$ cat src/hw/bss_map.svh
// Constants for the bias sweep sequencer: limits, indices and timing.
// Assumes inclusion by bare name from the sequencer design files.
`ifndef BSS_MAP_SVH
`define BSS_MAP_SVH

`define BSS_P_STARTT 3'h0
`define BSS_P_STOPT 3'h1
`define BSS_P_STEPT 3'h2
`define BSS_P_FIRST 3'h3
`define BSS_P_LAST 3'h4
`define BSS_P_STEPV 3'h5
`define BSS_P_DEFV 3'h6
`define BSS_P_COUNT 3'h7

`define BSS_MASK_DC 8'hCD
`define BSS_MASK_EXT 8'h85
`define BSS_MASK_RAMP 8'h7F
`define BSS_WAVE_LAST 3'h4

`define BSS_TIME_MIN 16'h0001
`define BSS_TIME_MAX 16'hFDE8
`define BSS_V_MIN (-17'sh04E20)
`define BSS_V_MAX 17'sh04E20
`define BSS_CNT_MIN 16'h0001
`define BSS_CNT_MAX 11'h1C2
`define BSS_CNT_FAST 11'h546
`define BSS_QSTEP 16'sh0005

`define BSS_RST_TIME 16'h0001
`define BSS_RST_V 16'h0000
`define BSS_RST_CNT 16'h0001

`define BSS_CLK_NS 40
`define BSS_TICK_NS 1024000
`define BSS_TMR_LAST 16'h0001

`endif

$ cat src/hw/bss_pkg.sv
// Types shared by the bias sweep sequencer modules.
// Assumes nothing beyond a SystemVerilog compiler.
package bss_pkg;

	typedef enum logic [2:0] {
		wv_dc = 3'h0,
		wv_stair = 3'h1,
		dual_ramp_choice = 3'h2,
		wv_pulse = 3'h3,
		outside_source_choice = 3'h4
	} bss_wave_e;

	typedef enum logic [2:0] {
		st_idle = 3'h0,
		st_start = 3'h1,
		st_settle = 3'h3,
		st_meas = 3'h2,
		st_stoph = 3'h6,
		st_gap = 3'h7
	} bss_state_e;

	typedef struct packed {
		logic [15:0] cnt;
		logic tick;
	} bss_tick_s;

	typedef struct packed {
		logic bias_on;
		logic trig_seen;
		logic ext_sel;
		bss_wave_e wave;
		bss_wave_e wave_p;
		logic [7:0][15:0] act;
		logic [7:0][15:0] shd;
		logic [2:0] sel;
		bss_state_e st;
		logic [15:0] tmr;
		logic [15:0] lvl;
		logic down;
		logic [10:0] idx;
		logic [10:0] total;
		logic err_inv;
		logic err_conf;
		logic buf_we;
		logic buf_clr;
		logic meas_go;
		logic sweep;
		logic ext_msg;
		logic [10:0] addr;
		logic [15:0] bias;
	} bss_main_s;

endpackage

$ cat src/hw/bss_quant.sv
// Bias quantiser: snaps a millivolt setting onto the output stage grid.
// Assumes a signed millivolt input within the accepted bias range.
`timescale 1ns/1ns
`default_nettype none
`include "bss_map.svh"

module bss_quant
	import bss_pkg::*;
(
	// Setting in and applied value out
	input wire logic [15:0] mv,
	output logic [15:0] q
);

	// Signed division truncates toward zero, which is what the grid asks.
	assign q = 16'(($signed(mv) / `BSS_QSTEP) * `BSS_QSTEP);

endmodule
`default_nettype wire

$ cat src/hw/bss_seq.sv
// Bias sweep sequencer: parameter store, keypad editing and sweep control.
// Assumes one clock, synchronous keypad pulses and a measurement unit
// that answers each measurement start with a done pulse.
`timescale 1ns/1ns
`default_nettype none
`include "bss_map.svh"

module bss_seq
	import bss_pkg::*;
#(
	parameter int unsigned TICK_CYC = `BSS_TICK_NS / `BSS_CLK_NS
)
(
	// Clock and reset
	input wire logic clk,
	input wire logic rstn,
	// Keypad commands
	input wire logic wave_pick_valid,
	input wire logic [2:0] wave_pick,
	input wire logic param_next,
	input wire logic param_prev,
	input wire logic edit_valid,
	input wire logic [15:0] edit_value,
	input wire logic commit,
	input wire logic cancel,
	input wire logic bias_key,
	// Measurement side
	input wire logic trigger,
	input wire logic fast_rate,
	input wire logic meas_done,
	// Output stage
	output logic bias_on,
	output logic bias_ind,
	output logic ext_select,
	output logic [15:0] bias_mv,
	// Reading buffer and measurement
	output logic meas_start,
	output logic buf_we,
	output logic [10:0] buf_addr,
	output logic buf_clear,
	output logic sweep_active,
	output logic [10:0] reading_total,
	// Operator display
	output logic [2:0] param_shown,
	output logic err_invalid,
	output logic err_conflict,
	output logic outside_source_idle_message
);

	// ----------------------------------------------------------------
	// Helper functions
	// ----------------------------------------------------------------

	function automatic logic applies(bss_wave_e w, logic [2:0] p);
		logic [7:0] m;
		unique case (w)
			wv_dc: m = `BSS_MASK_DC;
			outside_source_choice: m = `BSS_MASK_EXT;
			wv_stair, dual_ramp_choice, wv_pulse: m = `BSS_MASK_RAMP;
			default: m = `BSS_MASK_RAMP;
		endcase
		return m[p];
	endfunction

	function automatic logic [2:0] seek(bss_wave_e w, logic [2:0] cur,
		logic up);
		logic [2:0] p;
		logic [2:0] r;
		logic hit;
		p = cur;
		r = cur;
		hit = 1'b0;
		for (int i = 0; i < 8; i++) begin
			p = up ? p + 3'h1 : p - 3'h1;
			if (!hit && applies(w, p)) begin
				r = p;
				hit = 1'b1;
			end
		end
		return r;
	endfunction

	function automatic logic in_range(logic [2:0] p, logic [15:0] v,
		logic fast);
		logic [15:0] top;
		top = {5'h00, fast ? `BSS_CNT_FAST : `BSS_CNT_MAX};
		if (p == `BSS_P_COUNT) begin
			return v >= `BSS_CNT_MIN && v <= top;
		end else if (p <= `BSS_P_STEPT) begin
			return v >= `BSS_TIME_MIN && v <= `BSS_TIME_MAX;
		end
		// The bottom of the range is inclusive of -20.000 V.
		return $signed({v[15], v}) >= `BSS_V_MIN &&
			$signed({v[15], v}) <= `BSS_V_MAX;
	endfunction

	// Returns the conflict flag above an 11-bit reading count.
	function automatic logic [11:0] calc_total(bss_wave_e w,
		logic [15:0] f, logic [15:0] l, logic [15:0] st, logic [15:0] c);
		logic signed [16:0] d;
		logic signed [16:0] dv;
		logic signed [16:0] q;
		logic signed [16:0] r;
		logic signed [17:0] nn;
		logic bad;
		d = $signed({l[15], l}) - $signed({f[15], f});
		dv = (st == 16'h0000) ? 17'sh00001 : $signed({st[15], st});
		q = d / dv;
		r = d % dv;
		bad = (st == 16'h0000) || (d > 0 && st[15]) ||
			(d < 0 && !st[15]);
		nn = 18'(q) + 18'sh00001 + ((r != 0) ? 18'sh00001 : 18'sh00000);
		if (w == dual_ramp_choice) begin
			nn = nn + nn - 18'sh00001;
		end
		if (w == wv_dc || w == outside_source_choice) begin
			return {1'b0, c[10:0]};
		end
		if (bad || nn > 18'(`BSS_CNT_MAX)) begin
			return {1'b1, `BSS_CNT_MAX};
		end
		return {1'b0, nn[10:0]};
	endfunction

	// Moves one step toward the target and stops on it exactly.
	function automatic logic [15:0] step_to(logic [15:0] lv,
		logic [15:0] st, logic [15:0] tg);
		logic signed [16:0] nx;
		logic signed [16:0] t;
		nx = $signed({lv[15], lv}) + $signed({st[15], st});
		t = $signed({tg[15], tg});
		if ((!st[15] && nx >= t) || (st[15] && nx <= t)) begin
			return tg;
		end
		return nx[15:0];
	endfunction

	// ----------------------------------------------------------------
	// State and helpers
	// ----------------------------------------------------------------

	// Three times, four voltages and the count, index zero last.
	localparam logic [7:0][15:0] RST_PAR = {`BSS_RST_CNT, `BSS_RST_V,
		`BSS_RST_V, `BSS_RST_V, `BSS_RST_V, `BSS_RST_TIME, `BSS_RST_TIME,
		`BSS_RST_TIME};

	bss_main_s s;
	bss_main_s n;
	logic tick;
	logic tick_rst;
	logic done;
	logic [11:0] tot;
	logic [15:0] neg_step;
	logic [15:0] bias_src;
	logic [15:0] qv;
	logic [10:0] lim;

	assign tot = calc_total(s.wave_p, s.shd[`BSS_P_FIRST],
		s.shd[`BSS_P_LAST], s.shd[`BSS_P_STEPV], s.shd[`BSS_P_COUNT]);
	assign neg_step = 16'h0000 - s.act[`BSS_P_STEPV];
	assign lim = fast_rate ? `BSS_CNT_FAST : `BSS_CNT_MAX;
	// Default level whenever no sweep step is being held.
	assign bias_src = (s.st == st_idle || s.st == st_gap) ?
		s.act[`BSS_P_DEFV] : s.lvl;

	bss_quant u_quant (
		.mv(bias_src),
		.q(qv)
	);

	bss_tick #(
		.TICK_CYC(TICK_CYC)
	) u_tick (
		.clk(clk),
		.rstn(rstn),
		.restart(tick_rst),
		.tick(tick)
	);

	// ----------------------------------------------------------------
	// Next state
	// ----------------------------------------------------------------

	always_comb begin
		n = s;
		tick_rst = 1'b0;
		done = tick && (s.tmr == `BSS_TMR_LAST);
		n.err_inv = 1'b0;
		n.err_conf = 1'b0;
		n.buf_we = 1'b0;
		n.buf_clr = 1'b0;
		n.meas_go = 1'b0;
		n.bias = qv;

		// Editing works on the shadow copy only.
		if (wave_pick_valid) begin
			if (wave_pick <= `BSS_WAVE_LAST) begin
				n.wave_p = bss_wave_e'(wave_pick);
				n.sel = seek(n.wave_p, `BSS_P_COUNT, 1'b1);
			end else begin
				n.err_inv = 1'b1;
			end
		end else if (param_next || param_prev) begin
			n.sel = seek(s.wave_p, s.sel, param_next);
		end else if (edit_valid) begin
			if (applies(s.wave_p, s.sel) &&
				in_range(s.sel, edit_value, fast_rate)) begin
				n.shd[s.sel] = edit_value;
			end else begin
				n.err_inv = 1'b1;
			end
		end
		if (commit) begin
			n.act = s.shd;
			n.wave = s.wave_p;
			n.ext_sel = (s.wave_p == outside_source_choice);
			n.total = tot[10:0];
			n.err_conf = tot[11];
		end else if (cancel) begin
			n.shd = s.act;
			n.wave_p = s.wave;
		end

		if (tick && s.tmr != 16'h0000) begin
			n.tmr = s.tmr - 16'h0001;
		end

		unique case (s.st)
			st_idle: begin
				if (trigger && s.bias_on) begin
					n.st = st_start;
					n.tmr = s.act[`BSS_P_STARTT];
					tick_rst = 1'b1;
					n.trig_seen = 1'b1;
					n.idx = 11'h000;
					n.lvl = s.act[`BSS_P_FIRST];
					n.down = 1'b0;
				end
			end
			st_start: begin
				if (done) begin
					n.st = st_settle;
					n.tmr = s.act[`BSS_P_STEPT];
					tick_rst = 1'b1;
				end
			end
			st_settle: begin
				if (done) begin
					n.st = st_meas;
					n.meas_go = 1'b1;
				end
			end
			st_meas: begin
				if (meas_done) begin
					n.buf_we = (s.idx < lim);
					n.addr = s.idx;
					if (s.idx + 11'h001 >= s.total) begin
						n.st = st_stoph;
						n.tmr = s.act[`BSS_P_STOPT];
					end else begin
						n.idx = s.idx + 11'h001;
						if (s.wave == wv_pulse) begin
							n.st = st_gap;
							n.tmr = s.act[`BSS_P_STOPT];
						end else begin
							n.st = st_settle;
							n.tmr = s.act[`BSS_P_STEPT];
						end
					end
					tick_rst = 1'b1;
					if (s.wave == dual_ramp_choice &&
						(s.down || s.lvl == s.act[`BSS_P_LAST])) begin
						n.down = 1'b1;
						n.lvl = step_to(s.lvl, neg_step,
							s.act[`BSS_P_FIRST]);
					end else if (s.wave != wv_dc &&
						s.wave != outside_source_choice) begin
						n.lvl = step_to(s.lvl, s.act[`BSS_P_STEPV],
							s.act[`BSS_P_LAST]);
					end
				end
			end
			st_gap: begin
				if (done) begin
					n.st = st_settle;
					n.tmr = s.act[`BSS_P_STEPT];
					tick_rst = 1'b1;
				end
			end
			st_stoph: begin
				if (done) begin
					n.st = st_idle;
				end
			end
			default: begin
				n.st = st_idle;
			end
		endcase

		// The bias key wins over any sweep activity in the same cycle.
		if (bias_key) begin
			n.bias_on = !s.bias_on;
			n.st = st_idle;
			n.idx = 11'h000;
			n.buf_clr = 1'b1;
			n.buf_we = 1'b0;
			n.meas_go = 1'b0;
			n.trig_seen = 1'b0;
		end
		n.sweep = (n.st != st_idle);
		n.ext_msg = n.bias_on && n.ext_sel && !n.trig_seen;
	end

	always_ff @(posedge clk or negedge rstn) begin
		if (!rstn) begin
			s <= '0;
			s.act <= RST_PAR;
			s.shd <= RST_PAR;
			s.total <= 11'(`BSS_RST_CNT);
		end else begin
			s <= n;
		end
	end

	// ----------------------------------------------------------------
	// Outputs
	// ----------------------------------------------------------------

	assign bias_on = s.bias_on;
	assign bias_ind = s.bias_on;
	assign ext_select = s.ext_sel;
	assign bias_mv = s.bias;
	assign meas_start = s.meas_go;
	assign buf_we = s.buf_we;
	assign buf_addr = s.addr;
	assign buf_clear = s.buf_clr;
	assign sweep_active = s.sweep;
	assign reading_total = s.total;
	assign param_shown = s.sel;
	assign err_invalid = s.err_inv;
	assign err_conflict = s.err_conf;
	assign outside_source_idle_message = s.ext_msg;
endmodule
`default_nettype wire

$ cat src/hw/bss_tick.sv
// Stretched millisecond tick for the sequencer interval timer.
// Assumes a free running clock; restart realigns the tick phase.
`timescale 1ns/1ns
`default_nettype none
`include "bss_map.svh"

module bss_tick
	import bss_pkg::*;
#(
	parameter int unsigned TICK_CYC = `BSS_TICK_NS / `BSS_CLK_NS
)
(
	// Clock and reset
	input wire logic clk,
	input wire logic rstn,
	// Control and tick
	input wire logic restart,
	output logic tick
);

	bss_tick_s s;
	bss_tick_s n;

	// One tick per 1.024 ms, so each programmed unit is stretched.
	always_comb begin
		n = s;
		n.tick = 1'b0;
		if (restart) begin
			n.cnt = 16'h0000;
		end else if (s.cnt == 16'(TICK_CYC - 1)) begin
			n.cnt = 16'h0000;
			n.tick = 1'b1;
		end else begin
			n.cnt = s.cnt + 16'h0001;
		end
	end

	always_ff @(posedge clk or negedge rstn) begin
		if (!rstn) begin
			s <= '0;
		end else begin
			s <= n;
		end
	end

	assign tick = s.tick;

endmodule
`default_nettype wire

$ cat config.mk
export PLATFORM = sky130hd
export DESIGN_NAME = bss_seq
export DESIGN_NICKNAME = d
export VERILOG_FILES = /design/src/hw/bss_pkg.sv /design/src/hw/bss_quant.sv /design/src/hw/bss_seq.sv /design/src/hw/bss_tick.sv
export VERILOG_INCLUDE_DIRS = /design/src /design/src/hw
export SDC_FILE = /design/constraint.sdc
export NUM_CORES = 2
export LEC_CHECK = 0
export BUFFER_PORTS_ARGS = -buffer_cell sky130_fd_sc_hd__buf_4
export CORE_MARGIN = 3
export CORE_UTILIZATION = 53
export CTS_BUF_LIST = sky130_fd_sc_hd__clkbuf_8
export CTS_CLUSTER_DIAMETER = 40
export DETAILED_ROUTE_END_ITERATION = 10
export HOLD_SLACK_MARGIN = 0.05
export PLACE_DENSITY = 0.69
export REMOVE_ABC_BUFFERS = 1
export SLEW_MARGIN = 15
export SYNTH_ARGS = -nofsm -noshare
export SYNTH_HDL_FRONTEND = slang
export SYNTH_SLANG_ARGS = --single-unit
$ cat constraint.sdc
create_clock -name clk -period 69.5 [get_ports clk]
set_input_delay 13.9 -clock clk [delete_from_list [all_inputs] [get_ports clk]]
set_output_delay 13.9 -clock clk [all_outputs]
set_load 0.05 [all_outputs]
After elaboration in Yosys (flattened, before gate mapping) --
Cells that the tools add are included. Widths: inputs -> output; s select.
Operators by class: reductions and logical operators 78, mux-type cells 184, order comparisons 26, multipliers 1, eq/ne operators 23, div/mod/pow operators 3, add/subtract/negate cells 27
Operator list (count):
- $mux 128 | 6
- $mux 16 | 11
- $bwmux 128 | 1
- $mux 3 | 35
- $mux 47 | 2
- $mux 1 | 92
- $mux 19 | 3
- $mux 8 | 7
- $pmux 28 s2 | 1
- $demux 16 s3 | 1
- $mux 12 | 4
- $pmux 16 s3 | 1
- $lt 3x4->1 const B | 9
- $add 16x16->17 | 2
- $ge 17x16->1 | 2
- $le 17x16->1 | 2
- $mux 11 | 3
- $le 16x16->1 const B | 2
- $logic_and 1x1->1 | 32
- $pmux 8 s2 | 2
- $reduce_bool 32->1 | 1
- $bmux 1 s3 | 9
- $add 3x1->3 const B | 8
- $sub 3x1->3 const B | 8
- other kinds (52) | 98
Storage, ports and cells: output and inout port bits 51, word-level logic and storage cells 381, register bits 377

Longest topological paths before layout --
depth after elaboration 44, gate-level depth with buffers 238, mapped depth without buffers 226

By module --
A second synthesis with hierarchy kept.
Unflattened totals: cell total of the unflattened synthesis 4554, area total of the unflattened synthesis 37156.9 µm²
By module, submodules not included:
- bss_seq | cells an instance 3934, area each 32478.6 µm², instances 1
- bss_quant | cells an instance 538, area each 3851.2 µm², instances 1
- bss_tick | cells an instance 82, area each 827.0 µm², instances 1

Worst setup path before layout --
Ideal clock, no wire load.
path kind flip-flop to flip-flop, start point register s[180] in the netlist's numbering, end point register s, in the netlist reading_total[1], arrival 42.701 ns, stages on the path, launching flop included 225, data required time 69.377 ns, path slack 26.677 ns, path through dfrtp_1 nor4_1 nand4_1 nor3_1 a21o_1 inv_1 ha_1 nand3_1 o21a_1 xnor2_1 nand2_1 nor3_1 and3_1 and2_1 and3_1 nand2_1 nor2_1 a22oi_1 [189 not listed] or3b_2 nand3_1 a2111oi_0 ha_1 inv_1 ha_1 clkbuf_1 o211ai_1 or2_2 clkbuf_1 or4b_2 a2bb2oi_1 xnor2_1 a21oi_1 nor2_1 nor2_1 nand4_1 o221a_2
Between the ends: cells in the longest elaborated chain, start to end 15
RTL lines:
- start: declaration | line bss_seq.sv:147 | bss_main_s s;
- start signal: assignment | line bss_seq.sv:321 | s <= n;
- parallel branches: the longest is 13 deep, another holds $add 17x2->18
- $mux 12 (*) | line bss_seq.sv:122 | return {1'b0, nn[10:0]};
- $mux 12 (*) | line bss_seq.sv:119 | if (bad || nn > 18'(`BSS_CNT_MAX)) begin
Mark *: on every way between the ends. The select of a mux whose other input is x is not followed. A chain may end at the register's enable or synchronous reset.

Worst setup path after layout --
start point register s[179] in the netlist's numbering, end point register s, in the netlist reading_total[1]
The elaborated chain is that of the path after synthesis.

==> out/results.tsv <==
stage	metric	value	unit
outcome	run_status	completed	
setup_path	worst-r2r-setup-slack	17.31	ns
cells_and_area	nNetsFinal	4563	
logic_synthesis	synth_top_cell_by_area	dfrtp_1	
routing	wl	104000	um
setup_path	critPathBufInv	11	
job	maxCapViolCount	0	
setup_path	worstReg2RegStart	s[179]	
logic_synthesis	yosys_register_bits	367	
sta	hold_ws	0.478	ns
logic_synthesis	ys_seq_area_share	26.4	%
setup_path	crit_top_cell	o21a_1	
setup_path	critPathArrivalTime	52.72	ns
clocking	clk_latency	0.66	ns
floorplanning	die_w	262	um
floorplanning	die_h	262	um
setup_path	r2r.worst_path.cells	219	
min_path	hold_class	reg2reg	
cells_and_area	drive_above_1_share	11.0	%
setup_path	cpMaxStageDelayCell	clkinv_1	
sta	grt_setup_unrepaired	false	
sta	fmax	0.0192	GHz
clocking	ctsResizeCount	0	
sta	finalCritPeriodShare	75.1	%
logic_synthesis	synth.area.top_cells	dfrtp_1 26%, ha_1 11%, o21ai_0 5.4%	
routing	drt_iter0_drc	3100	
logic_synthesis	syn_area	0.0348	sq mm
sta	setup_viol	0	
logic_synthesis	synthDistinctLibCells	116	
logic_synthesis	ys.flop_type	dfrtp_1	
clocking	hold_buffers	0	
floorplanning	die_area	0.0688	sq mm
logic_synthesis	synth_top_cells_by_count	497 x nand2_1, 373 x o21ai_0, 358 x dfrtp_1	
setup_path	crit_type	reg2reg	
global_routing	grt_overflow	0	
clocking	h-tree-depth	2	
min_path	min_to	buf_addr[10]	
setup_path	cp-start-kind	flop	
floorplanning	io_pins	82	
cells_and_area	diodes	0	
logic_synthesis	synth_top_area_share	25.7	%
clocking	clk_path_buf_depth	3	
setup_path	required	70.03	ns
routing	drtAntennaViolNets	0	
clocking	cts_root_buf	clkbuf_8	
clocking	cts_sinks	367	
setup_path	slowest_delay	0.83	ns
global_routing	grt_start_max_net_pins	207	
logic_synthesis	syn_inst	4265	
sta	fin_tns_setup	0	ns
sta	worst_pin_slew	1.01	ns
setup_path	crit_family	compound AO/OA/AOI/OAI gates	
floorplanning	rows	93	
floorplanning	design.core.area	0.0647	sq mm
clocking	clkTransAtPathRegs	0.07	ns
cells_and_area	syn2layout_area_growth	6.78	%
min_path	min_path_cells	2	
global_routing	antenna_found_initial	1	
sta	relSlewSlack	32.3	%
placement	dp_hpwl	76900	um
routing	first_pass_iters	7	
setup_path	worst-path-max-fanout	28	
logic_synthesis	syn_area_per_cell	8.17	sq um
placement	gp_congestion	0.969	
routing	wire_per_inst	20.3	um
sta	drv_slew	0	
routing	route.detailed.drc	0	
routing	via_per_inst	6.24	
global_routing	grt.total_usage	29.1	%
min_path	hold_start	buf_addr[10]	
sta	fin_crit	52.19	ns
placement	port_buffers	81	
clocking	postCtsSetupRepairBufs	0	
sta	fin_skew	0.0224	ns
cells_and_area	n_fill_cell	6084	
logic_synthesis	synthArstFlopShare	100	%
setup_path	endpoint_kind	flop	
routing	vias	31900	
floorplanning	start_util	53.8	%
global_routing	grt_pass1_vias	29600	
global_routing	grt_pass1_wl	165000	um
sta	final-hold-violation-count	0	
setup_path	regToRegEndpoint	reading_total[1]	
logic_synthesis	synth_warnings	0	
logic_synthesis	synth_edf_count	0	
clocking	cts_made_buffers	59	
clocking	cts_tree	yes	
logic_synthesis	yosysMostFrequentCell	nand2_1	
## how the worst max path moves through the flow
stage	from	end	depth (start not counted)
after floorplan	s[180]	reading_total[1]	210
after global placement	s[179]	reading_total[1]	218
after detailed placement	s[179]	reading_total[1]	217
after CTS	s[179]	reading_total[1]	217
after global routing	s[179]	reading_total[1]	221
final	s[179]	reading_total[1]	219
## cell families (layout without fill, tap and decap cells)
group | Yosys count | count (layout) | share of synthesized area [%]
AND/OR/NAND/NOR | 1374 | 1374 | 18.4
AO/OA/AOI/OAI | 1203 | 1203 | 22.6
buffers and inverters | 440 | 437 | 5.32
flip-flops | 367 | 367 | 26.4
adder cells (fa/ha/maj) | 308 | 308 | 11.2
multiplexers | 298 | 298 | 9.05
XOR/XNOR | 274 | 274 | 7.01
other | 1 | 1 | 0.0108
## worst min-delay path: stages, from the launching register on
cell and delay (ns):
dfrtp_1 0.34, nand2_1 0.05, nand2_1 0.06
## stage by stage
| stage | instance area (sq um) | cells | utilization, % | setup WS (ns) |
|---|---|---|---|---|
| global placement | 36000 | 5017 | 55.6 | 20.53 |
| finish | 37200 | 5117 | 57.5 | 17.31 |
| floorplan | 33700 | 4023 | - | 23.05 |
| global route | 37200 | 5117 | 57.5 | 12.46 |
| CTS | 37200 | 5116 | 57.5 | 18.60 |
| detailed placement | 36000 | 5017 | 55.6 | 18.73 |
## metal layers
layer | up-vias | share of wire, % | global-route usage (%)
met5 | - | 0 | 0
met3 | 178 | 7.5 | 3.64
met2 | 1136 | 43 | 44.3
li1 | 15300 | - | -
met1 | 15300 | 47 | 43.5
met4 | 0 | 2.7 | 7.60
## cell usage in the layout (no fill, tap or decap), types with 36 or more instances in the layout
cell type  Yosys  final
nor3_1       131    130
a31oi_1       50     49
nand4_1       39     39
inv_1        196    210
o21a_1        73     73
or3_1         51     51
dfrtp_1      358    358
nand2b_1      42     42
xor2_1        93     89
nor2_1       319    315
nand3_1       81     81
clkbuf_8       0     68
ha_1         302    302
a21oi_1      239    238
xnor2_1      177    175
a21o_1        56     56
o21ai_0      373    372
mux2i_1      173    173
buf_4         45    136
nand2_1      497    497
o211ai_1      36     36
mux2_2       124    124
## final cells by class
| cell class | count | area [sq um] | area share [%] |
|---|---|---|---|
| multi-input cells | 3458 | 23900 | 64.3 |
| flip-flops and latches | 367 | 9200 | 24.7 |
| repair buffers | 140 | 1080 | 2.91 |
| well taps | 855 | 1070 | 2.88 |
| clock buffers | 68 | 936 | 2.52 |
| inverters | 198 | 743 | 2.00 |
| clock inverters | 31 | 265 | 0.713 |
## sequential cells by signal, summed over array words and instances, names as in the netlist, 3 cells and up
register and flops:
bias_mv 16, buf_addr 11, param_shown 3, reading_total 11
s 300, u_tick.s 16
Power is not shown: default switching activity piles up to over one toggle a cycle in this logic, so the estimate is an artifact.
